[src/dmc_cfg.svh]
/*
 Constants of the display mode configuration block: register indices and
 addresses, field positions, masks, reset values and code points.
 Assumes it is included by its bare name after the package is compiled.
*/
`ifndef DMC_CFG_SVH
`define DMC_CFG_SVH

`define DMC_IDX_DEPTH 12'h0832
`define DMC_IDX_DBUF 12'h0834
`define DMC_ADDR_DEPTH {2'b00, `DMC_IDX_DEPTH, 2'b00}
`define DMC_ADDR_DBUF {2'b00, `DMC_IDX_DBUF, 2'b00}
`define DMC_DEPTH_MASK 16'h8f77
`define DMC_DBUF_MASK 16'hff07
`define DMC_DEPTH_RESET 16'h0000
`define DMC_DBUF_RESET 16'h0000

`define DMC_DB_EN_BIT 15
`define DMC_DB_WIN_MSB 14
`define DMC_DB_WIN_LSB 13
`define DMC_DB_SRC_MSB 12
`define DMC_DB_SRC_LSB 11
`define DMC_MAIN_MSB 2
`define DMC_MAIN_LSB 0

`define DMC_PANEL_MONO 3'h0
`define DMC_PANEL_TYPE2 3'h2
`define DMC_OUT_YUV 3'h4

`define DMC_BPP_NONE 6'h00
`define DMC_BPP_8 6'h08
`define DMC_BPP_16 6'h10
`define DMC_BPP_32 6'h20

`define DMC_COLOURS_NONE 25'h000_0000
`define DMC_COLOURS_GREY 25'h000_0040
`define DMC_COLOURS_8 25'h000_0100
`define DMC_COLOURS_16 25'h001_0000
`define DMC_COLOURS_18 25'h004_0000
`define DMC_COLOURS_24 25'h100_0000

`endif

[src/dmc_pkg.sv]
/*
 Types of the display mode configuration block.
 Assumes nothing beyond a SystemVerilog compiler.
*/
`default_nettype none
package dmc_pkg;

   typedef enum logic [2:0] {
      DMC_DEPTH_8 = 3'h0,
      DMC_DEPTH_16 = 3'h1,
      DMC_DEPTH_YUV = 3'h2,
      DMC_DEPTH_32 = 3'h3
   } dmc_depth_t;

   typedef enum logic [1:0] {
      DMC_WIN_MAIN = 2'h0,
      DMC_WIN_OVL_ONE = 2'h1,
      DMC_WIN_OVL_TWO = 2'h2
   } dmc_window_t;

   typedef enum logic [1:0] {
      DMC_SRC_SPRITE = 2'h0,
      DMC_SRC_CAMERA = 2'h1
   } dmc_source_t;

   typedef enum logic [1:0] {
      DMC_DB_IDLE = 2'b00,
      DMC_DB_ARMED = 2'b01,
      DMC_DB_RUN = 2'b11
   } dmc_db_state_t;

endpackage
`default_nettype wire

[src/dmc_dbuf_swap.sv]
/*
 Double buffer sequencer: arms on the enable bit with cfg_valid set, starts and stops at frame
 boundaries and swaps the front buffer once per frame while running.
 Assumes frame_start is a one-cycle pulse on pclk from the display timing.
*/
`timescale 1ns/100ps
`default_nettype none
module dmc_dbuf_swap (
   // Clock and reset.
   input wire logic pclk,
   input wire logic presetn,
   // Control.
   input wire logic enable,
   input wire logic cfg_valid,
   input wire logic frame_start,
   // Status.
   output logic active,
   output logic front
);

   dmc_pkg::dmc_db_state_t state_reg, state_next;
   logic front_reg, front_next;

   always_comb begin
      state_next = state_reg;
      front_next = front_reg;
      unique case (state_reg)
         dmc_pkg::DMC_DB_IDLE: begin
            if (enable && cfg_valid) begin
               state_next = dmc_pkg::DMC_DB_ARMED;
            end
         end
         dmc_pkg::DMC_DB_ARMED: begin
            if (!(enable && cfg_valid)) begin
               state_next = dmc_pkg::DMC_DB_IDLE;
            end else if (frame_start) begin
               state_next = dmc_pkg::DMC_DB_RUN;
               front_next = 1'b0;
            end
         end
         dmc_pkg::DMC_DB_RUN: begin
            // Stopping waits for the boundary so the last frame stays whole.
            if (frame_start) begin
               if (enable && cfg_valid) begin
                  front_next = ~front_reg;
               end else begin
                  state_next = dmc_pkg::DMC_DB_IDLE;
                  front_next = 1'b0;
               end
            end
         end
         default: begin
            state_next = dmc_pkg::DMC_DB_IDLE;
            front_next = 1'b0;
         end
      endcase
   end

   always_ff @(posedge pclk or negedge presetn) begin
      if (!presetn) begin
         state_reg <= dmc_pkg::DMC_DB_IDLE;
         front_reg <= 1'b0;
      end else begin
         state_reg <= state_next;
         front_reg <= front_next;
      end
   end

   assign active = (state_reg == dmc_pkg::DMC_DB_RUN);
   assign front = front_reg;

   AST_SWAP_AT_BOUNDARY: assert property (
      @(posedge pclk) disable iff (!presetn)
      $changed(front_reg) |-> $past(frame_start))
      else $error("Front buffer changed away from a frame boundary.");

   AST_SWAP_EACH_FRAME: assert property (
      @(posedge pclk) disable iff (!presetn)
      active && frame_start && enable && cfg_valid
      |=> active && (front_reg != $past(front_reg)))
      else $error("Running double buffer did not swap at frame start.");

   AST_START_ON_FRAME: assert property (
      @(posedge pclk) disable iff (!presetn)
      (state_reg == dmc_pkg::DMC_DB_ARMED) && enable && cfg_valid
      && frame_start |=> active && !front_reg)
      else $error("Armed double buffer did not start at frame start.");

   AST_STOP_ON_FRAME: assert property (
      @(posedge pclk) disable iff (!presetn)
      active && !enable && frame_start |=> !active ##1 !active)
      else $error("Disabled double buffer kept running past the boundary.");

endmodule
`default_nettype wire

[src/dmc_top.sv]
/*
 Display mode configuration block: APB slave holding the depth select and
 the double buffer control registers, depth decode, colour limit and the
 double buffer sequencer.
 Assumes panel, pseudo colour, output select and frame_start come from
 logic on pclk, so none of them is synchronised here.
*/
`timescale 1ns/100ps
`default_nettype none
`include "dmc_cfg.svh"
module dmc_top (
   // Clock and reset.
   input wire logic pclk,
   input wire logic presetn,
   // APB slave.
   input wire logic psel,
   input wire logic penable,
   input wire logic pwrite,
   input wire logic [15:0] paddr,
   input wire logic [31:0] pwdata,
   output logic [31:0] prdata,
   output logic pready,
   output logic pslverr,
   // Settings of neighbouring blocks.
   input wire logic [2:0] panel_type,
   input wire logic pseudo_colour_on,
   input wire logic [2:0] output_select,
   input wire logic frame_start,
   // Depth results.
   output logic [2:0] main_depth,
   output logic [5:0] main_bpp,
   output logic depth_reserved,
   output logic yuv_depth_mismatch,
   output logic [24:0] colour_limit,
   // Double buffer results.
   output logic dbuf_active,
   output logic dbuf_front,
   output logic [1:0] dbuf_window,
   output logic [1:0] dbuf_source,
   output logic dbuf_cfg_reserved
);

   logic [15:0] depth_reg, depth_next;
   logic [15:0] dbuf_reg, dbuf_next;
   logic [31:0] prdata_reg, prdata_next;
   logic [5:0] bpp_reg, bpp_next;
   logic [24:0] limit_reg, limit_next;
   logic hit_depth, hit_dbuf, setup, access;
   logic cfg_valid;

   assign hit_depth = (paddr == `DMC_ADDR_DEPTH);
   assign hit_dbuf = (paddr == `DMC_ADDR_DBUF);
   assign setup = psel && !penable;
   assign access = psel && penable;
   assign pready = 1'b1;
   assign pslverr = access && !(hit_depth || hit_dbuf);

   // Register group: writes land at the access edge, read data is caught
   // at the setup edge so prdata comes from a flop with no wait state.
   always_comb begin
      depth_next = depth_reg;
      dbuf_next = dbuf_reg;
      prdata_next = prdata_reg;
      if (access && pwrite && hit_depth) begin
         depth_next = pwdata[15:0] & `DMC_DEPTH_MASK;
      end
      if (access && pwrite && hit_dbuf) begin
         dbuf_next = pwdata[15:0] & `DMC_DBUF_MASK;
      end
      if (setup && !pwrite) begin
         if (hit_depth) begin
            prdata_next = {16'h0000, depth_reg};
         end else if (hit_dbuf) begin
            prdata_next = {16'h0000, dbuf_reg};
         end else begin
            prdata_next = 32'h0000_0000;
         end
      end
   end

   always_ff @(posedge pclk or negedge presetn) begin
      if (!presetn) begin
         depth_reg <= `DMC_DEPTH_RESET;
         dbuf_reg <= `DMC_DBUF_RESET;
         prdata_reg <= 32'h0000_0000;
      end else begin
         depth_reg <= depth_next;
         dbuf_reg <= dbuf_next;
         prdata_reg <= prdata_next;
      end
   end

   assign prdata = prdata_reg;

   // Depth group. The depth register feeds the pipeline live; software is
   // expected to change it only during vertical non-display.
   always_comb begin
      bpp_next = `DMC_BPP_NONE;
      limit_next = `DMC_COLOURS_NONE;
      unique case (depth_reg[`DMC_MAIN_MSB:`DMC_MAIN_LSB])
         dmc_pkg::DMC_DEPTH_8: begin
            bpp_next = `DMC_BPP_8;
            limit_next = `DMC_COLOURS_8;
         end
         dmc_pkg::DMC_DEPTH_16, dmc_pkg::DMC_DEPTH_YUV: begin
            bpp_next = `DMC_BPP_16;
            limit_next = `DMC_COLOURS_16;
         end
         dmc_pkg::DMC_DEPTH_32: begin
            bpp_next = `DMC_BPP_32;
            limit_next = (pseudo_colour_on && panel_type == `DMC_PANEL_TYPE2)
               ? `DMC_COLOURS_18 : `DMC_COLOURS_24;
         end
         default: begin
            bpp_next = `DMC_BPP_NONE;
            limit_next = `DMC_COLOURS_NONE;
         end
      endcase
      if (pseudo_colour_on && panel_type == `DMC_PANEL_MONO
          && bpp_next != `DMC_BPP_NONE) begin
         limit_next = `DMC_COLOURS_GREY;
      end
   end

   always_ff @(posedge pclk or negedge presetn) begin
      if (!presetn) begin
         bpp_reg <= `DMC_BPP_8;
         limit_reg <= `DMC_COLOURS_8;
      end else begin
         bpp_reg <= bpp_next;
         limit_reg <= limit_next;
      end
   end

   assign main_depth = depth_reg[`DMC_MAIN_MSB:`DMC_MAIN_LSB];
   assign main_bpp = bpp_reg;
   assign colour_limit = limit_reg;
   assign depth_reserved = (bpp_reg == `DMC_BPP_NONE);
   // Flags a setting software must avoid; the pipeline still uses it.
   assign yuv_depth_mismatch = (output_select == `DMC_OUT_YUV)
      && (depth_reg[`DMC_MAIN_MSB:`DMC_MAIN_LSB] != dmc_pkg::DMC_DEPTH_YUV);

   // Double buffer group. Reserved window or source codes keep the
   // sequencer from starting rather than aiming at an undefined target.
   assign cfg_valid =
      (dbuf_reg[`DMC_DB_WIN_MSB:`DMC_DB_WIN_LSB] != 2'h3)
      && !dbuf_reg[`DMC_DB_SRC_MSB];
   assign dbuf_window = dbuf_reg[`DMC_DB_WIN_MSB:`DMC_DB_WIN_LSB];
   assign dbuf_source = dbuf_reg[`DMC_DB_SRC_MSB:`DMC_DB_SRC_LSB];
   assign dbuf_cfg_reserved = !cfg_valid;

   dmc_dbuf_swap u_swap (
      .pclk(pclk),
      .presetn(presetn),
      .enable(dbuf_reg[`DMC_DB_EN_BIT]),
      .cfg_valid(cfg_valid),
      .frame_start(frame_start),
      .active(dbuf_active),
      .front(dbuf_front)
   );

   AST_DBUF_RESET_ZERO: assert property (
      @(posedge pclk) disable iff (!presetn)
      $rose(presetn) |-> dbuf_reg == 16'h0000 && !dbuf_active)
      else $error("Double buffer control not zero after reset.");

   AST_DBUF_WRITE_READ: assert property (
      @(posedge pclk) disable iff (!presetn)
      access && pwrite && hit_dbuf ##1 !psel ##1 setup && !pwrite && hit_dbuf
      |=> prdata == {16'h0000, $past(pwdata[15:0], 3) & 16'hff07})
      else $error("Double buffer register did not read back the write.");

   AST_DEPTH_32: assert property (
      @(posedge pclk) disable iff (!presetn)
      depth_reg[2:0] == 3'h3 |=> main_bpp == 6'h20)
      else $error("Depth code 011b did not give 32 bpp.");

   AST_DEPTH_RESERVED: assert property (
      @(posedge pclk) disable iff (!presetn)
      depth_reg[2] |=> depth_reserved && colour_limit == 25'h000_0000)
      else $error("Reserved depth code not flagged.");

   AST_LIMIT_TYPE2: assert property (
      @(posedge pclk) disable iff (!presetn)
      pseudo_colour_on && panel_type == 3'h2 && depth_reg[2:0] == 3'h3
      |=> colour_limit == 25'h004_0000)
      else $error("Type 2 pseudo colour limit at 32 bpp is wrong.");

   AST_LIMIT_MONO: assert property (
      @(posedge pclk) disable iff (!presetn)
      pseudo_colour_on && panel_type == 3'h0 && !depth_reg[2]
      |=> colour_limit == 25'h000_0040)
      else $error("Monochrome pseudo colour limit is not 64.");

   AST_RESERVED_BLOCKS: assert property (
      @(posedge pclk) disable iff (!presetn)
      dbuf_window == 2'h3 && !dbuf_active |=> !dbuf_active)
      else $error("Double buffer started on a reserved window code.");

   AST_SOURCE_RESERVED: assert property (
      @(posedge pclk) disable iff (!presetn)
      dbuf_source[1] |-> dbuf_cfg_reserved)
      else $error("Reserved source code not flagged.");

   AST_DEPTH_8: assert property (
      @(posedge pclk) disable iff (!presetn)
      depth_reg[2:0] == 3'h0 |=> main_bpp == 6'h08)
      else $error("Depth code 000b did not give 8 bpp.");

   AST_DEPTH_16: assert property (
      @(posedge pclk) disable iff (!presetn)
      depth_reg[2:0] == 3'h1 |=> main_bpp == 6'h10)
      else $error("Depth code 001b did not give 16 bpp.");

   AST_LIMIT_TYPE2_16: assert property (
      @(posedge pclk) disable iff (!presetn)
      pseudo_colour_on && panel_type == 3'h2 && depth_reg[2:0] == 3'h1
      |=> colour_limit == 25'h001_0000)
      else $error("Type 2 pseudo colour limit at 16 bpp is wrong.");

   AST_DEPTH_WRITE: assert property (
      @(posedge pclk) disable iff (!presetn)
      access && pwrite && hit_depth
      |=> depth_reg == ($past(pwdata[15:0]) & 16'h8f77))
      else $error("Depth register did not take the written value.");

   AST_UNMAPPED_NO_WRITE: assert property (
      @(posedge pclk) disable iff (!presetn)
      access && pwrite && !(hit_depth || hit_dbuf)
      |=> $stable(depth_reg) && $stable(dbuf_reg))
      else $error("Write to an unmapped address changed a register.");

endmodule
`default_nettype wire

[config.mk]
export PLATFORM = sky130hd
export DESIGN_NAME = dmc_top
export DESIGN_NICKNAME = d
export VERILOG_FILES = /design/src/dmc_pkg.sv /design/src/dmc_dbuf_swap.sv /design/src/dmc_top.sv
export VERILOG_INCLUDE_DIRS = /design/src
export SDC_FILE = /design/constraint.sdc
export NUM_CORES = 1
export LEC_CHECK = 0
export BUFFER_PORTS_ARGS = -buffer_cell sky130_fd_sc_hd__clkbuf_2
export CAP_MARGIN = 20
export CORE_MARGIN = 8
export CORE_UTILIZATION = 47
export CTS_CLUSTER_SIZE = 12
export DETAILED_ROUTE_END_ITERATION = 6
export PLACE_DENSITY = 0.86
export SLEW_MARGIN = 40
export SYNTH_ARGS = -nofsm -noshare
export SYNTH_HDL_FRONTEND = slang
export SYNTH_SLANG_ARGS = --single-unit
[constraint.sdc]
create_clock -name pclk -period 1.7 [get_ports pclk]
set_input_delay 0.085 -clock pclk [delete_from_list [all_inputs] [get_ports pclk]]
set_output_delay 0.085 -clock pclk [all_outputs]
set_load 0.005 [all_outputs]
Word level (Yosys, flattened, before mapping). Cells that the tools add are included.

Eq/ne operators: 17. Muxes and demuxes: 17. Bitwise operators: 2. Reduce and logical (&&, ||, !) cells: 27.

Operators with widths (count): case mux 25 bit (3 select lines) (1); 2-to-1 mux 25 bit (2); equality test 16 x 14 -> 1 bit, second input constant (2); 2-to-1 mux 16 bit (2); case mux 6 bit (3 select lines) (1); logical AND 1 bit (13); 2-to-1 mux 2 bit (5); equality test 3 x 2 -> 1 bit, second input constant (3); != test 2 bit, second input constant (4); AND reduction 4 bit (2); zero test 3 bit (2); zero test 6 bit (1); case mux 2 bit (3 select lines) (1); nonzero test 6 bit (1); zero test 1 bit (5); 2-to-1 mux 1 bit (4); != test 2 x 1 -> 1 bit, second input constant (2); equality test 3 x 1 -> 1 bit, second input constant (1); equality test 3 bit, second input constant (1); != test 3 x 2 -> 1 bit, second input constant (1); != test 3 bit, second input constant (1); case mux 1 bit (3 select lines) (1); equality test 2 x 1 -> 1 bit, second input constant (1); equality test 2 bit, second input constant (1); 4 further kinds (5).

Register bits after elaboration: 88. Output and inout bits: 77. Word-level logic and storage cells: 70.

Logic depth before layout (Yosys ltp).
Depth in word-level cells: 6. Depth in mapped cells: 5. Gate-level depth less buffers: 4.

By module. From an unflattened synthesis, not the netlist that was laid out.

Cells, all modules: 194. Area, all modules: 2483.6 um^2.

Modules (own cells, without submodules): dmc_top (instances 1, cells an instance 179, area each 2329.7 um^2, seq. area each 1103.6 um^2); dmc_dbuf_swap (instances 1, cells an instance 15, area each 153.9 um^2, seq. area each 75.1 um^2).

Least setup slack after synthesis. No wires, ideal clock.

Path kind: input to register. From: input paddr[9]. To: register dbuf_reg[10]. Library setup time: 0.125 ns. Arrival time: 1.279 ns. Slack: 0.296 ns. Stages on the path: 5. Buffers on the path: 1. Path through: nor4_1 > nand3b_1 > nor3_2 > buf_6 > mux2_2.

Cells in the longest elaborated chain, start to end: 2.

Ends and longest elaborated chain: from (decl) (line dmc_top.sv:19) `input wire logic [15:0] paddr,`; equality test 16 x 14 -> 1 bit (no line); logical AND 1 bit (line dmc_top.sv:67) `if (access && pwrite && hit_dbuf) begin`; to (signal assigned) (line dmc_top.sv:84) `` dbuf_reg <= `DMC_DBUF_RESET; ``; to (signal assigned) (line dmc_top.sv:88) `dbuf_reg <= dbuf_next;`; to (decl) (line dmc_top.sv:44) `logic [15:0] dbuf_reg, dbuf_next;`.

Every way passes these cells. A chain may end at the register's enable or synchronous reset.

Worst setup path after layout.
From: input paddr[9]. To: register dbuf_reg[14].

Same word-level chain as after synthesis.

==> tab_implementation.tex <==
\begin{tabular}{lr}
\hline
Metric & Value \\
\hline
\multicolumn{2}{l}{\textbf{Synthesis}} \\
\quad Post-synth top flop & dfrtp\_1 \\
\quad Mapped Cells & 196 \\
\quad Flip-flop and latch count after synthesis & between 40 and 50 \\
\quad Number of distinct library cells after synthesis & 33 \\
\quad Number of enable flip-flop cells after synthesis & 0 \\
\quad Synth warn & 0 \\
\quad Asr flop ratio synth & 100.0\% \\
\quad Cell area after synthesis & between 2000 and 2500 µm² \\
\quad Syn\_area\_per\_cell & 11.91 µm² \\
\quad Sequential fraction of the synthesis area & 50.51\% \\
\multicolumn{2}{l}{\textbf{Worst setup path}} \\
\quad Slack of the worst reg-to-reg path & 0.45 ns \\
\quad Crit-path max FO & 8 \\
\quad CP arrival & 1.56 ns \\
\quad Startpoint class of the critical path & primary input \\
\quad Required time of the critical path & $\sim$1.9 ns \\
\quad R2R depth & 4 \\
\quad Crit Reg-Reg Endpoint & u\_swap.front \\
\quad Critical Path Sink Type & flip-flop \\
\quad R2r startpoint & dbuf\_reg[13] \\
\quad Type of the setup path with the least slack & primary input to flip-flop \\
\multicolumn{2}{l}{\textbf{Layout}} \\
\quad Non-filler cells, final & 343 \\
\quad Number of antenna cells inserted & 0 \\
\quad Share of post-route cells with drive strength above 1 & 43.84\% \\
\quad Flip-flop count of the largest register after layout & 14 \\
\quad Synthesis-to-finish area growth & 16.51\% \\
\quad Number of fill cells & around 440 \\
\quad Fin nets & 336 \\
\multicolumn{2}{l}{\textbf{Placed design}} \\
\quad Total half-perimeter wirelength after legalization and detailed placement & between 4 and 5 mm \\
\quad Final RePlAce weighted congestion & 0.7083 \\
\quad Total instance count after detailed placement & between 300 and 400 \\
\quad Post-Place Setup Slack & 0.001714 ns \\
\quad Count of input and output buffers & 77 \\
\multicolumn{2}{l}{\textbf{Clock tree}} \\
\quad Clock transition at the registers of the reported paths & 0.09 ns \\
\quad \# resized after CTS & 0 \\
\quad Number of sinks on the clock net & 47 \\
\quad \# hold bufs at CTS & 1 \\
\quad Post-CTS setup buffer count & 0 \\
\quad Clock latency on the worst-skew pair & 0.29 ns \\
\quad Clock tree buffer depth & 2 \\
\quad TritonCTS Buffers & 5 \\
\quad Number of levels in the clock H-tree & 2 \\
\quad Root Buffer & clkbuf\_8 \\
\quad CTS tree & built \\
\multicolumn{2}{l}{\textbf{STA}} \\
\quad \# setup viols final & 0 \\
\quad Fmax & roughly 700 MHz \\
\quad Number of hold-slack violations in the final timing report & 0 \\
\quad Max Slew Vio Count & 0 \\
\quad Worst Clk Skew & 0.005670 ns \\
\quad Final worst path period need & $\sim$1.4 ns \\
\quad Transition at the pin with the smallest max-transition slack & 0.5553 ns \\
\quad Ratio of final minimum period to clock period & 81.58\% \\
\quad Unrepaired setup endpoints after global routing & no \\
\quad Summed negative setup slack over all endpoints & 0 ns \\
\quad Setup slack after layout & 0.3132 ns \\
\quad Tightest slew margin relative to the limit & 62.98\% \\
\multicolumn{2}{l}{\textbf{GRT}} \\
\quad Final global-route overflow total & 0 \\
\quad Largest net degree at the start of global routing & 28 \\
\quad Number of global-route vias before repair & 1728 \\
\quad Global-route wire length before repair & 8.252 mm \\
\quad Combined global-route utilization of all metal layers & 13.72\% \\
\quad Initial antenna violation count & 0 \\
\multicolumn{2}{l}{\textbf{Worst hold path}} \\
\quad Hold Path Origin & pwdata[13] \\
\quad Worst Hold Path EP & dbuf\_reg[13] \\
\quad HP Class & primary input to flip-flop \\
\quad Count of cells along the worst hold path & 2 \\
\multicolumn{2}{l}{\textbf{Pwr}} \\
\quad VDD IR max & 441.8 µV \\
\quad Power density over cell area & slightly above 700 nW/µm² \\
\quad Power after layout & $\sim$1.9 mW \\
\quad Leakage power summed over all cells & between 1.5 and 2 nW \\
\multicolumn{2}{l}{\textbf{Detailed routing}} \\
\quad Pre-antenna DRT Iters & 4 \\
\quad Detailed-route vias per instance & about 4.6 \\
\quad Total via count after detailed routing & 1584 \\
\quad Routed wire length & between 4 and 5 mm \\
\quad Number of nets with antenna violations after routing & 0 \\
\quad DRC violations left & 0 \\
\quad Iteration-0 DRC count of the detailed router & 70 \\
\quad Avg WL per Cell & 14.55 µm \\
\multicolumn{2}{l}{\textbf{Flow run}} \\
\quad Number of maximum-capacitance violations & 0 \\
\multicolumn{2}{l}{\textbf{Floorplan}} \\
\quad Number of rows in the core area & 25 \\
\quad Initial Util & about half \\
\quad Die Footprint & 7475 µm² \\
\quad Die width & 86.46 µm \\
\quad Number of top-level pins & 138 \\
\quad Core Box Area & 4755 µm² \\
\quad Chip height & 86.46 µm \\
\multicolumn{2}{l}{\textbf{Status}} \\
\quad Outcome & complete, no violations \\
\hline
\end{tabular}
==> kinds of logic after synthesis <==
family          count (synthesis)  synth area share [%]
mux                            22                 10.62
compound gates                 23                 7.775
buf+inv                        57                 17.96
xor+xnor                        1                0.3754
flops                          47                 50.51
other cells                     2                0.3218
simple gates                   44                 12.44
==> worst max path at each step <==
stage | from | to | slack, ns | cells after the start
final | paddr[9] | dbuf_reg[14] | 0.31 | 6
after CTS | paddr[9] | dbuf_reg[14] | 0.31 | 6
after floorplan | paddr[9] | dbuf_reg[10] | 0.30 | 5
after global routing | paddr[9] | dbuf_reg[14] | 0.20 | 6
after detailed placement | paddr[9] | dbuf_reg[14] | 0.002 | 6
after global placement | paddr[9] | dbuf_reg[14] | 0.13 | 6
==> synthesized netlist by cell type, types with 3 or more instances <==
cell	count	share of area [%]
a21oi_1	3	0.64
and2_1	3	0.80
nor3_1	4	0.86
a22o_1	6	2.3
nor2b_1	5	1.3
nand2_1	4	0.64
o21ai_0	4	0.86
a221o_1	8	3.4
buf_4	50	16
and2_0	5	1.3
nand3b_1	3	0.97
inv_1	3	0.48
nor2_1	6	0.97
mux2_2	22	11
dfrtp_1	45	48
==> worst max-delay path, cell delays in order <==
cell	delay, ns
clkbuf_2	0.08
nor4_1	0.38
nand3b_1	0.20
nor3_2	0.23
buf_4	0.22
mux2_2	0.35
==> cells in the final DEF, fill, tap and decap left out, types with 2 or more instances in the layout <==
master,count
clkbuf_2,77
dfrtp_1,45
conb_1,42
mux2_2,22
a221o_1,8
buf_4,7
nor2_1,6
a22o_1,6
clkbuf_8,6
nor2b_1,5
and2_0,5
nor3_1,4
nand2_1,4
o21ai_0,4
a21oi_1,3
inv_1,3
nand3b_1,3
and2_1,3
nor3b_1,2
nor3_2,2
nand4_1,2
dfstp_2,2
==> per-stage QoR <==
| stage | cell area, µm² | hold WS (ns) | utilization [%] |
|---|---|---|---|
| CTS | 2719 | 0.01229 | 57.18 |
| global route | 2719 | 0.01644 | 57.18 |
| finish | 2719 | 0.02022 | 57.18 |
| detailed placement | 2618 | 0.1026 | 55.05 |
| floorplan | 2484 | -0.2106 | - |
| global placement | 2618 | 0.09349 | 55.05 |
==> routing by layer <==
layer  up-vias  track usage (%)  share of wire (%)
li1        743                -                  -
met1       774            15.09                 39
met2        63            24.51                 52
met3         4            4.537                8.8
met4         0            3.756               0.70
met5         -                0                  0
==> where the power goes <==
part	total (mW)	internal (mW)	leakage [nW]	switching, mW
registers	1.12	1.12	0.650	0.000323
logic	0.131	0.0524	0.803	0.0788
clock network	0.667	0.328	0.0482	0.339
total	1.92	1.50	1.50	0.418
==> area by class of cell <==
type                            count  area [µm²]  area share, %
Inverter                            3       11.26         0.4142
Clock inverter                      1       5.005         0.1841
Clock buffer                        7       86.33          3.175
Timing Repair Buffer               86       467.9          17.21
Sequential cell                    47        1179          43.35
Tap cell                           67       83.83          3.083
Multi-Input combinational cell    132       885.9          32.58
Note: power is estimated with default switching activity, not from simulation.
